$ cat src/rtl/chan_dim_pkg.sv
// constants and carriers for the channel 2..4 dimming configuration bank
// assumes an 8-bit register port driven by the serial control port decoder
package chan_dim_pkg;

    localparam int          NUM_CHAN      = 3;
    localparam int          ADDR_W        = 8;
    localparam int          DATA_W        = 8;

    // register offsets, one byte each
    localparam logic [7:0]  CHAN2_OFFSET  = 8'h09;
    localparam logic [7:0]  CHAN3_OFFSET  = 8'h0A;
    localparam logic [7:0]  CHAN4_OFFSET  = 8'h0B;
    localparam logic [7:0]  CFG_RESET     = 8'h00;
    localparam logic [7:0]  READ_UNMAPPED = 8'h00;

    // field positions
    localparam int          FADER_LSB     = 5;
    localparam int          FADER_MSB     = 7;
    localparam int          PROP_BIT      = 4;
    localparam int          CURVE_BIT     = 3;
    localparam int          SUPPLY_BIT    = 2;

    // fader-select encodings
    localparam logic [2:0]  FADER_NONE    = 3'h0;
    localparam logic [2:0]  FADER_ONE     = 3'h1;
    localparam logic [2:0]  FADER_TWO     = 3'h2;
    localparam logic [2:0]  FADER_THREE   = 3'h3;
    localparam logic [2:0]  FADER_PWM_IN  = 3'h5;
    localparam logic [2:0]  MASK_NONE     = 3'h0;

    // stored register image, bit order as in the register byte
    typedef struct packed {
        logic [2:0] fader_select;
        logic       proportional_dim_on;
        logic       curve_select;
        logic       supply_select;
        logic [1:0] reserved;
    } chan_cfg_t;

    // decoded controls handed to the channel datapath
    typedef struct packed {
        logic [2:0] fader_mask;      // one-hot: bit0 fader one .. bit2 fader three
        logic       pwm_in_fade;     // scale by external pwm input duty
        logic       proportional;    // ratiometric scaling of all sources
        logic       exp_curve;       // exponential adjustment curve
        logic       ext_supply;      // led fed from external source, not charge pump
    } chan_ctl_t;

    localparam chan_ctl_t   CTL_RESET     = '{MASK_NONE, 1'b0, 1'b0, 1'b0, 1'b0};

endpackage : chan_dim_pkg

$ cat src/rtl/chan_dim_cfg.sv
// configuration bank for led channels 2, 3 and 4 with decode for the channel datapath
// assumes one clock, a synchronous active-low reset, and a single-cycle register port
//
// Notes on behaviour
// - fader code 1h..3h picks master fader one..three; 5h picks external pwm duty.
// - fader codes 0h, 4h, 6h, 7h give no master fading; 0h after reset.
// - bit 4 set turns ratiometric dimming on, clear turns it off.
// - ratiometric mode scales channel proportionally so rgb mixed color stays constant.
// - bit 3 set selects exponential curve, clear selects linear, linear by default.
// - chosen curve applies to engine-driven and direct pwm-driven operation alike.
// - bit 2 clear means charge-pump supply (default); set means external supply.
// - every field of each register resets to zero.
`timescale 1ns/1ps

module chan_dim_cfg (
    input  wire logic                                       I_CLK,
    input  wire logic                                       I_RSTN,
    input  wire logic [chan_dim_pkg::ADDR_W-1:0]            I_ADDR,
    input  wire logic                                       I_WE,
    input  wire logic                                       I_RE,
    input  wire logic [chan_dim_pkg::DATA_W-1:0]            I_WDATA,
    output logic      [chan_dim_pkg::DATA_W-1:0]            O_RDATA,
    output logic                                            O_RVALID,
    output chan_dim_pkg::chan_ctl_t [chan_dim_pkg::NUM_CHAN-1:0] O_CHAN_CTL
);

    ////////////////////////////////////////////////////////////////////////////////
    // helpers

    function automatic logic [1:0] chan_index(input logic [7:0] addr);
        logic [1:0] idx;
        idx = 2'h3;
        case (addr)
            chan_dim_pkg::CHAN2_OFFSET: idx = 2'h0;
            chan_dim_pkg::CHAN3_OFFSET: idx = 2'h1;
            chan_dim_pkg::CHAN4_OFFSET: idx = 2'h2;
            default:                    idx = 2'h3;
        endcase
        return idx;
    endfunction : chan_index

    // unlisted codes fall to no fading, so a stray value never picks a fader
    function automatic chan_dim_pkg::chan_ctl_t decode(input chan_dim_pkg::chan_cfg_t cfg);
        chan_dim_pkg::chan_ctl_t ctl;
        ctl = chan_dim_pkg::CTL_RESET;
        case (cfg.fader_select)
            chan_dim_pkg::FADER_ONE:    ctl.fader_mask = 3'h1;
            chan_dim_pkg::FADER_TWO:    ctl.fader_mask = 3'h2;
            chan_dim_pkg::FADER_THREE:  ctl.fader_mask = 3'h4;
            chan_dim_pkg::FADER_PWM_IN: ctl.pwm_in_fade = 1'b1;
            default:                    ctl.fader_mask = chan_dim_pkg::MASK_NONE;
        endcase
        ctl.proportional = cfg.proportional_dim_on;
        ctl.exp_curve    = cfg.curve_select;
        ctl.ext_supply   = cfg.supply_select;
        return ctl;
    endfunction : decode

    chan_dim_pkg::chan_cfg_t [chan_dim_pkg::NUM_CHAN-1:0] cfg;
    logic [1:0]                                           wr_idx;
    logic [1:0]                                           rd_idx;

    assign wr_idx = chan_index(I_ADDR);
    assign rd_idx = chan_index(I_ADDR);

    ////////////////////////////////////////////////////////////////////////////////
    // register storage; reserved bits are plain read/write storage

    always_ff @(posedge I_CLK) begin
        if (!I_RSTN) begin
            for (int i = 0; i < chan_dim_pkg::NUM_CHAN; i++) begin
                cfg[i] <= chan_dim_pkg::CFG_RESET;
            end
        end else if (I_WE && wr_idx != 2'h3) begin
            cfg[wr_idx] <= I_WDATA;
        end
    end

    ////////////////////////////////////////////////////////////////////////////////
    // read port: data one cycle after the strobe, zero for unmapped offsets

    always_ff @(posedge I_CLK) begin
        if (!I_RSTN) begin
            O_RDATA  <= chan_dim_pkg::READ_UNMAPPED;
            O_RVALID <= 1'b0;
        end else begin
            O_RVALID <= I_RE;
            if (I_RE && rd_idx != 2'h3) begin
                O_RDATA <= cfg[rd_idx];
            end else begin
                O_RDATA <= chan_dim_pkg::READ_UNMAPPED;
            end
        end
    end

    ////////////////////////////////////////////////////////////////////////////////
    // decoded controls, registered so the datapath sees clean levels.
    // proportional and curve flags are common to every brightness source, so the
    // engine path and the direct pwm path read the same bits; the trade is one
    // cycle of latency after a write.

    always_ff @(posedge I_CLK) begin
        if (!I_RSTN) begin
            for (int i = 0; i < chan_dim_pkg::NUM_CHAN; i++) begin
                O_CHAN_CTL[i] <= chan_dim_pkg::CTL_RESET;
            end
        end else begin
            for (int i = 0; i < chan_dim_pkg::NUM_CHAN; i++) begin
                O_CHAN_CTL[i] <= decode(cfg[i]);
            end
        end
    end

    ////////////////////////////////////////////////////////////////////////////////
    // checks; flag checks against the stored byte skip the edge just after reset,
    // because the decoded outputs still hold the cleared value there

    fader_one_map_a: assert property (@(posedge I_CLK) disable iff (!I_RSTN)
        I_WE && I_WDATA[7:5] == chan_dim_pkg::FADER_ONE && I_ADDR == chan_dim_pkg::CHAN3_OFFSET
        |=> ##1 O_CHAN_CTL[1].fader_mask == 3'h1 && !O_CHAN_CTL[1].pwm_in_fade)
        else $error("fader one not mapped");

    fader_three_map_a: assert property (@(posedge I_CLK) disable iff (!I_RSTN)
        I_WE && I_WDATA[7:5] == chan_dim_pkg::FADER_THREE && I_ADDR == chan_dim_pkg::CHAN2_OFFSET
        |=> ##1 O_CHAN_CTL[0].fader_mask == 3'h4)
        else $error("fader three not mapped");

    pwm_fade_map_a: assert property (@(posedge I_CLK) disable iff (!I_RSTN)
        I_WE && I_WDATA[7:5] == chan_dim_pkg::FADER_PWM_IN && I_ADDR == chan_dim_pkg::CHAN4_OFFSET
        |=> ##1 O_CHAN_CTL[2].pwm_in_fade && O_CHAN_CTL[2].fader_mask == 3'h0)
        else $error("pwm input fade not mapped");

    no_fade_map_a: assert property (@(posedge I_CLK) disable iff (!I_RSTN)
        I_WE && (I_WDATA[7:5] == 3'h4 || I_WDATA[7:5] >= 3'h6 || I_WDATA[7:5] == 3'h0)
        && I_ADDR == chan_dim_pkg::CHAN2_OFFSET
        |=> ##1 O_CHAN_CTL[0].fader_mask == 3'h0 && !O_CHAN_CTL[0].pwm_in_fade)
        else $error("unfaded code picked a source");

    prop_flag_a: assert property (@(posedge I_CLK) disable iff (!I_RSTN)
        $past(I_RSTN)
        |-> O_CHAN_CTL[1].proportional == $past(cfg[1].proportional_dim_on))
        else $error("ratiometric flag mismatch");

    curve_flag_a: assert property (@(posedge I_CLK) disable iff (!I_RSTN)
        I_WE && I_ADDR == chan_dim_pkg::CHAN4_OFFSET
        |=> ##1 O_CHAN_CTL[2].exp_curve == $past(I_WDATA[3], 2))
        else $error("curve flag mismatch");

    supply_flag_a: assert property (@(posedge I_CLK) disable iff (!I_RSTN)
        I_WE && I_ADDR == chan_dim_pkg::CHAN3_OFFSET
        |=> ##1 O_CHAN_CTL[1].ext_supply == $past(I_WDATA[2], 2))
        else $error("supply flag mismatch");

    reset_zero_a: assert property (@(posedge I_CLK)
        !I_RSTN |=> cfg[0] == 8'h00 && cfg[1] == 8'h00 && cfg[2] == 8'h00
        && O_CHAN_CTL[0] == chan_dim_pkg::CTL_RESET)
        else $error("reset value not zero");

    read_back_a: assert property (@(posedge I_CLK) disable iff (!I_RSTN)
        I_WE && I_ADDR == chan_dim_pkg::CHAN2_OFFSET ##1 I_RE && I_ADDR == chan_dim_pkg::CHAN2_OFFSET
        && !I_WE |=> O_RVALID && O_RDATA == $past(I_WDATA, 2))
        else $error("read back differs from write");

    fader_two_map_a: assert property (@(posedge I_CLK) disable iff (!I_RSTN)
        I_WE && I_WDATA[7:5] == chan_dim_pkg::FADER_TWO && I_ADDR == chan_dim_pkg::CHAN4_OFFSET
        |=> ##1 O_CHAN_CTL[2].fader_mask == 3'h2 && !O_CHAN_CTL[2].pwm_in_fade)
        else $error("fader two not mapped");

    no_fade_ch3_a: assert property (@(posedge I_CLK) disable iff (!I_RSTN)
        I_WE && I_WDATA[7:5] == 3'h4 && I_ADDR == chan_dim_pkg::CHAN3_OFFSET
        |=> ##1 O_CHAN_CTL[1].fader_mask == chan_dim_pkg::MASK_NONE
        && !O_CHAN_CTL[1].pwm_in_fade)
        else $error("code four picked a source");

    one_source_a: assert property (@(posedge I_CLK) disable iff (!I_RSTN)
        $onehot0({O_CHAN_CTL[0].fader_mask, O_CHAN_CTL[0].pwm_in_fade})
        && $onehot0({O_CHAN_CTL[1].fader_mask, O_CHAN_CTL[1].pwm_in_fade})
        && $onehot0({O_CHAN_CTL[2].fader_mask, O_CHAN_CTL[2].pwm_in_fade}))
        else $error("more than one fade source");

    prop_other_a: assert property (@(posedge I_CLK) disable iff (!I_RSTN)
        $past(I_RSTN)
        |-> O_CHAN_CTL[0].proportional == $past(cfg[0].proportional_dim_on)
        && O_CHAN_CTL[2].proportional == $past(cfg[2].proportional_dim_on))
        else $error("ratiometric flag mismatch on channel 2 or 4");

    curve_shared_a: assert property (@(posedge I_CLK) disable iff (!I_RSTN)
        $past(I_RSTN)
        |-> O_CHAN_CTL[0].exp_curve == $past(cfg[0].curve_select)
        && O_CHAN_CTL[1].exp_curve == $past(cfg[1].curve_select)
        && O_CHAN_CTL[2].exp_curve == $past(cfg[2].curve_select))
        else $error("curve flag differs from stored bit");

    supply_ch2_a: assert property (@(posedge I_CLK) disable iff (!I_RSTN)
        I_WE && I_ADDR == chan_dim_pkg::CHAN2_OFFSET
        |=> ##1 O_CHAN_CTL[0].ext_supply == $past(I_WDATA[2], 2))
        else $error("supply flag mismatch on channel 2");

    reset_outputs_a: assert property (@(posedge I_CLK)
        !I_RSTN |=> O_CHAN_CTL[1] == chan_dim_pkg::CTL_RESET
        && O_CHAN_CTL[2] == chan_dim_pkg::CTL_RESET
        && O_RDATA == chan_dim_pkg::READ_UNMAPPED && !O_RVALID)
        else $error("outputs not cleared by reset");

    ////////////////////////////////////////////////////////////////////////////////
    // covers mark the main scenarios: fader one and pwm input fade, all flags set, unmapped
    // reads and a write and read of one register in the same cycle

    fade_one_c:  cover property (@(posedge I_CLK) disable iff (!I_RSTN)
        O_CHAN_CTL[0].fader_mask == 3'h1);
    pwm_fade_c:  cover property (@(posedge I_CLK) disable iff (!I_RSTN)
        O_CHAN_CTL[2].pwm_in_fade);
    exp_prop_c:  cover property (@(posedge I_CLK) disable iff (!I_RSTN)
        O_CHAN_CTL[1].exp_curve && O_CHAN_CTL[1].proportional && O_CHAN_CTL[1].ext_supply);
    unmapped_c:  cover property (@(posedge I_CLK) disable iff (!I_RSTN)
        I_RE && chan_index(I_ADDR) == 2'h3);
    both_strobes_c: cover property (@(posedge I_CLK) disable iff (!I_RSTN)
        I_WE && I_RE && chan_index(I_ADDR) != 2'h3);

endmodule : chan_dim_cfg

$ cat config.mk
export PLATFORM = sky130hd
export DESIGN_NAME = chan_dim_cfg
export DESIGN_NICKNAME = d
export VERILOG_FILES = /design/src/rtl/chan_dim_pkg.sv /design/src/rtl/chan_dim_cfg.sv
export SDC_FILE = /design/constraint.sdc
export NUM_CORES = 1
export LEC_CHECK = 0
export ABC_AREA = 1
export BUFFER_PORTS_ARGS = -buffer_cell sky130_fd_sc_hd__buf_2
export CAP_MARGIN = 20
export CORE_MARGIN = 4
export CORE_UTILIZATION = 35
export CTS_CLUSTER_DIAMETER = 120
export DETAILED_ROUTE_END_ITERATION = 10
export GPL_TIMING_DRIVEN = 0
export RECOVER_POWER = 50
export SLEW_MARGIN = 20
export SYNTH_ARGS = -nofsm -noshare
export SYNTH_HDL_FRONTEND = slang
export SYNTH_SLANG_ARGS = --single-unit
$ cat constraint.sdc
create_clock -name I_CLK -period 2.8 [get_ports I_CLK]
set_clock_uncertainty 0.05 [all_clocks]
set_input_delay 0.42 -clock I_CLK [delete_from_list [all_inputs] [get_ports I_CLK]]
set_output_delay 0.42 -clock I_CLK [all_outputs]
set_load 0.02 [all_outputs]
==> After elaboration in Yosys (flattened, before gate mapping) <==
Index checks and enable logic that the tools add are counted.
{ "op_classes": {"order_cmp": 2, "n_eq_ne": 16, "muxes": 12, "reduce_logical": 4} }
{ "ops": {"columns": ["op", "n"], "rows": [
  ["case mux 3 bit (3 select lines)", 3],
  ["bitwise mux 24 bit", 1],
  ["== test 8 x 4 -> 1 bit (second input constant)", 3],
  ["== test 3 x 2 -> 1 bit (second input constant)", 6],
  ["binary-select mux 8 bit (select 2 bit)", 1],
  ["demux 8 bit (select 2 bit)", 1],
  ["2-to-1 mux 8 bit", 2],
  ["== test 3 x 1 -> 1 bit (second input constant)", 3],
  ["== test 3 bit (second input constant)", 3],
  ["case mux 2 bit (3 select lines)", 1],
  ["logical AND 1 bit", 3],
  ["less-than comparator 2 x 3 -> 1 bit (second input constant)", 1],
  ["2-to-1 mux 1 bit", 3],
  ["greater-or-equal comparator 2 x 1 -> 1 bit (second input constant)", 1],
  ["inequality test 2 bit (second input constant)", 1],
  ["AND reduction 2 bit", 1]
]} }
{ "totals": {"ff_bits": 54, "input_bits": 20, "out_inout_bits": 30, "word_cells": 66} }

==> Depth between registers and ports, before layout <==
{ "depth": {"word_depth": 7, "ltp_mapped": 9, "ltp_nobuf": 9} }

==> Worst setup path before layout <==
Ideal clock, no wire load.
{ "synth_path": {"path_kind": "in2reg", "from": "input I_ADDR[7] (netlist bit)", "to": "register cfg[16] (netlist bit)", "setup_time_ns": 0.132, "t_arrival_ns": 1.248, "required_time_ns": 2.618, "path_slack_ns": 1.370, "path_stages": 8, "path_buffers": 0, "path_cell_list": "nor2_1 -> nand2_2 -> inv_1 -> nand2_4 -> nor2_8 -> nand2_1 -> nand2_1 -> a21oi_1"} }
{ "synth_via": {"elab_chain_len": 7, "word_cells_on_any_way": 12, "cone_classes": "order compare: 2; eq/ne: 4; mux: 4; reduce/logical: 2"} }
{ "synth_rtl": {"columns": ["element", "line_no", "source"], "rows": [
  ["from (decl)", "chan_dim_cfg.sv:18", "input wire logic [chan_dim_pkg::ADDR_W-1:0] I_ADDR,"],
  ["== test 8 x 4 -> 1 bit", "chan_dim_cfg.sv:33", "case (addr)"],
  ["case mux 2 bit (3 select lines) *", "chan_dim_cfg.sv:33", null],
  ["less-than comparator 2 x 3 -> 1 bit (not written as such) or greater-or-equal comparator 2 x 1 -> 1 bit (tied branches)", "chan_dim_cfg.sv:75", "cfg[wr_idx] <= I_WDATA;"],
  ["logical AND 1 bit (not written as such)", "chan_dim_cfg.sv:75", null],
  ["2-to-1 mux 8 bit (not written as such)", "chan_dim_cfg.sv:75", null],
  ["demux 8 bit (select 2 bit)", "chan_dim_cfg.sv:75", null],
  ["bitwise mux 24 bit", "chan_dim_cfg.sv:75", null],
  ["to (signal, indexed assignment)", "chan_dim_cfg.sv:72", "cfg[i] <= chan_dim_pkg::CFG_RESET;"],
  ["to (decl)", "chan_dim_cfg.sv:59", "chan_dim_pkg::chan_cfg_t [chan_dim_pkg::NUM_CHAN-1:0] cfg;"]
]} }
Mark *: on every way between the ends. The rest lies on a longest branch, timed or not.
A chain may end at the register's enable or synchronous reset.

==> Worst setup path in the final report <==
Ends and elaborated chain as after synthesis.

==> qor.json <==
{
  "result_of_the_run": {"value": "finished, final reports clean"},
  "synthTopCellsByArea": {"value": "dfxtp_1 54%, nand2_1 9.3%, nor2_1 7.1%"},
  "total_leakage_power": {"value": 1.038, "unit": "nW"},
  "switching_share": {"value": 0.2287},
  "multi_input_area": {"value": 768.2, "unit": "µm²"},
  "critical_path.reg2reg.endpoint": {"value": "O_RDATA[7]"},
  "buffer_ports.inserted": {"value": 49},
  "detail-route-antenna-nets": {"value": 0},
  "grt_max_degree": {"value": 18},
  "placement_rows": {"value": 27},
  "yosys.cell_types.count": {"value": 20},
  "fmax": {"value": 704.9, "unit": "MHz"},
  "seq_area_frac_synth": {"value": 0.5363},
  "cp_launch_point": {"value": "I_ADDR[7]"},
  "maxCapViolCount": {"value": 0},
  "via_per_inst": {"value": 4.470},
  "dp.final_hpwl": {"value": 3.325, "unit": "mm"},
  "grt_util_all_layers": {"value": 0.1294},
  "post_synth_most_frequent_cells": {"value": "54 x dfxtp_1, 50 x nand2_1, 38 x nor2_1, 33 x inv_1, 20 x nand3_1"},
  "worst_ep_required_time": {"value": 2.93, "unit": "ns"},
  "slew_headroom": {"value": 0.6641},
  "final_nets": {"value": 334},
  "post_synth_simple_gate_area": {"value": 0.3017},
  "rr_startpoint": {"value": "cfg[15]"},
  "power.density": {"value": 532.7, "unit": "mW/mm²"},
  "wire_per_inst": {"value": 11.53, "unit": "µm"},
  "postCtsSetupRepairBufs": {"value": 0},
  "cts_resized": {"value": 0},
  "finalWorstPathRequiredPeriod": {"value": 1.419, "unit": "ns"},
  "setup.worst_path.class": {"value": "primary input to flop"},
  "num_antenna_cells": {"value": 0},
  "fin_crit_sh": {"value": 0.5066},
  "grt_overflow": {"value": 0},
  "nature_of_the_critical_path_endpoint": {"value": "flop"},
  "synth_xor_xnor_area_share": {"value": 0},
  "r2r_worst_path_depth": {"value": 4},
  "cts_htree_levels": {"value": 2},
  "detailed_route_wire_length": {"value": 4.464, "unit": "mm"},
  "synth-warning-count": {"value": 0},
  "yosysTopAreaCell": {"value": "dfxtp_1"},
  "peakVddDrop": {"value": 0.1938, "unit": "mV"},
  "drc": {"value": 0},
  "route.vias.total": {"value": 1730},
  "holdPathStages": {"value": 3},
  "post_cts_hold_buffer_count": {"value": 0},
  "count_of_flip_flops_with_a_built_in_enable_after_synthesis": {"value": 0},
  "tritoncts": {"value": "yes"},
  "fraction_of_synthesized_area_in_multiplexers": {"value": 0},
  "synth_top_family_by_area": {"value": "simple AND/OR/NAND/NOR gates"},
  "floorplan.initialDensity": {"value": 0.3638},
  "synth_adder_area_share": {"value": 0},
  "antenna_violations_before_repair": {"value": 0},
  "finalSetupViolations": {"value": 0},
  "worstHoldPathType": {"value": "primary input to flop"},
  "dieHeight": {"value": 83.89, "unit": "µm"},
  "endpoint_of_the_worst_setup_timing_path": {"value": "cfg[16]"},
  "synth.net_count": {"value": 278},
  "slew_at_the_pin_with_the_worst_max_slew_slack": {"value": 0.5039, "unit": "ns"},
  "critical_path_peak_fanout": {"value": 10},
  "avgSynthCellArea": {"value": 7.813, "unit": "µm²"},
  "clock_insertion_delay_worst_skew": {"value": 0.31, "unit": "ns"},
  "grt_pass1_vias": {"value": 1578},
  "top_level_ports": {"value": 50},
  "cts-buffers-inserted": {"value": 5},
  "switchingPower": {"value": 0.2939, "unit": "mW"},
  "synth_largest_type_area_fraction": {"value": 0.5363},
  "setup_repair_after_global_routing_missed_its_margin": {"value": "false"},
  "pwr-share-clk": {"value": 0.358},
  "slew_viol_final": {"value": 0},
  "die_width": {"value": 83.89, "unit": "µm"},
  "asyncSetResetFlopFracSynth": {"value": 0},
  "clkTransAtPathRegs": {"value": 0.10, "unit": "ns"},
  "grt_pass1_wl": {"value": 7.334, "unit": "mm"},
  "design.die.area": {"value": 0.007038, "unit": "mm²"},
  "synth-compound-area-share": {"value": 0.07945},
  "comb_power_share": {"value": 0.043},
  "layout_overhead_on_the_synthesized_area": {"value": 19.68, "unit": "%"},
  "power.sequential.fraction": {"value": 0.599},
  "timing.critical_path.arrival": {"value": 1.55, "unit": "ns"},
  "clock_sink_count": {"value": 54},
  "detail_route.first_pass.iterations": {"value": 4},
  "cts_root_buffer": {"value": "clkbuf_8"},
  "crit_path_start_kind": {"value": "primary input"},
  "worst-r2r-setup-slack": {"value": 1.88, "unit": "ns"},
  "postSynth.topFlopCell": {"value": "dfxtp_1"},
  "ctsLongestPathBuffers": {"value": 2},
  "drive_gt1_frac": {"value": 0.1365},
  "first_iter_violations": {"value": 88},
  "fillCellCount": {"value": 618},
  "seqCellArea": {"value": 0.001081, "unit": "mm²"},
  "setup_tns": {"value": 0, "unit": "ns"},
  "cell_internal_pwr": {"value": 0.9912, "unit": "mW"},
  "hold_viol": {"value": 0},
  "gpl.final_weighted_congestion": {"value": 0.8283},
  "synthCells": {"value": 258},
  "fin_worst_hold_slack": {"value": 0.2672, "unit": "ns"},
  "core_area": {"value": 0.005540, "unit": "mm²"},
  "postSynthRegisterBits": {"value": 54},
  "synthMostInstantiatedCell": {"value": "dfxtp_1"},
  "synthesis.area": {"value": 0.002016, "unit": "mm²"}
}
[sequential cells by signal (all words and copies together), names as in the netlist]
| name | flops |
|---|---|
| O_RDATA | 8 |
| O_RVALID | 1 |
| O_CHAN_CTL | 21 |
| cfg | 24 |
[per-layer routing]
layer / vias up / global-route usage / part of all wire / wire length (µm)
met5: - / 0 / 0 / 0
met3: 6 / 0.03455 / 0.062 / 277
met4: 0 / 0.03509 / 0.012 / 53
li1: 918 / - / - / -
met1: 763 / 0.1663 / 0.48 / 2143
met2: 43 / 0.2140 / 0.45 / 1989
[cell usage in the layout (no fill, tap or decap)]
master      instances
buf_6               1
nand4_1             1
nand2_2             3
nor3_1              8
clkinvlp_4          1
clkbuf_1           34
inv_2               2
a21oi_1            16
dfxtp_1            54
inv_1              33
nor2_2              2
nand2_4             2
inv_6               1
clkbuf_8            6
nand3_1            20
clkinv_4            1
o21ai_0            14
nor2_8              1
nor2_1             38
nor2_4              4
o21ai_1             2
buf_2              19
nor4_1              2
nand2_1            50
[worst min-delay path by stage]
stage                  from             end  slack, ns
floorplan           cfg[10]   O_CHAN_CTL[7]       0.37
global placement     cfg[2]   O_CHAN_CTL[0]       0.38
detailed placement  cfg[20]  O_CHAN_CTL[16]       0.38
CTS                    I_RE        O_RVALID       0.26
global route           I_RE        O_RVALID       0.29
finish                 I_RE        O_RVALID       0.27
[power by group through the flow]
stage / registers, mW / clock network [mW] / logic (mW)
6_report: 0.770 / 0.460 / 0.0558
5_1_grt: 0.770 / 0.505 / 0.0626
4_1_cts: 0.770 / 0.470 / 0.0569
3_5_place_dp: 0.788 / 0 / 0.0566
3_3_place_gp: 0.788 / 0 / 0.0563
2_1_floorplan: 0.789 / 0 / 0.0268
[worst max-delay path, stage by stage]
cell and delay (ns):
buf_2 0.10, nor2_1 0.12, nand2_2 0.10, inv_1 0.12, nand2_4 0.09, nor2_8 0.18, nand2_1 0.24, nand2_1 0.12
a21oi_1 0.07
[cells by family after synthesis]
kind of cell	Yosys count
flops	54
compound gates	32
simple gates	131
buf+inv	41
[per-stage QoR]
| stage | std cells | area [µm²] | total power, mW | util | setup WS (ns) |
|---|---|---|---|---|---|
| finish | 387 | 2412 | 1.285 | 0.4354 | 1.381 |
| global route | 387 | 2412 | 1.338 | 0.4354 | 1.222 |
| CTS | 387 | 2450 | 1.296 | 0.4422 | 1.394 |
| detailed placement | 379 | 2351 | 0.8442 | 0.4243 | 1.057 |
| global placement | 379 | 2351 | 0.8438 | 0.4243 | 1.074 |
| floorplan | 258 | 2016 | 0.8156 | - | 1.370 |
[final cells by class]
type                       count  area share
clock inverter                 2    0.006743
buffer                         5     0.01089
multi-input combinational    163      0.3185
sequential                    54      0.4481
timing repair buffer          49     0.08610
tap                           72     0.03734
clock buffer                   6     0.03423
inverter                      36     0.05809
(Power assumes the default switching activity.)
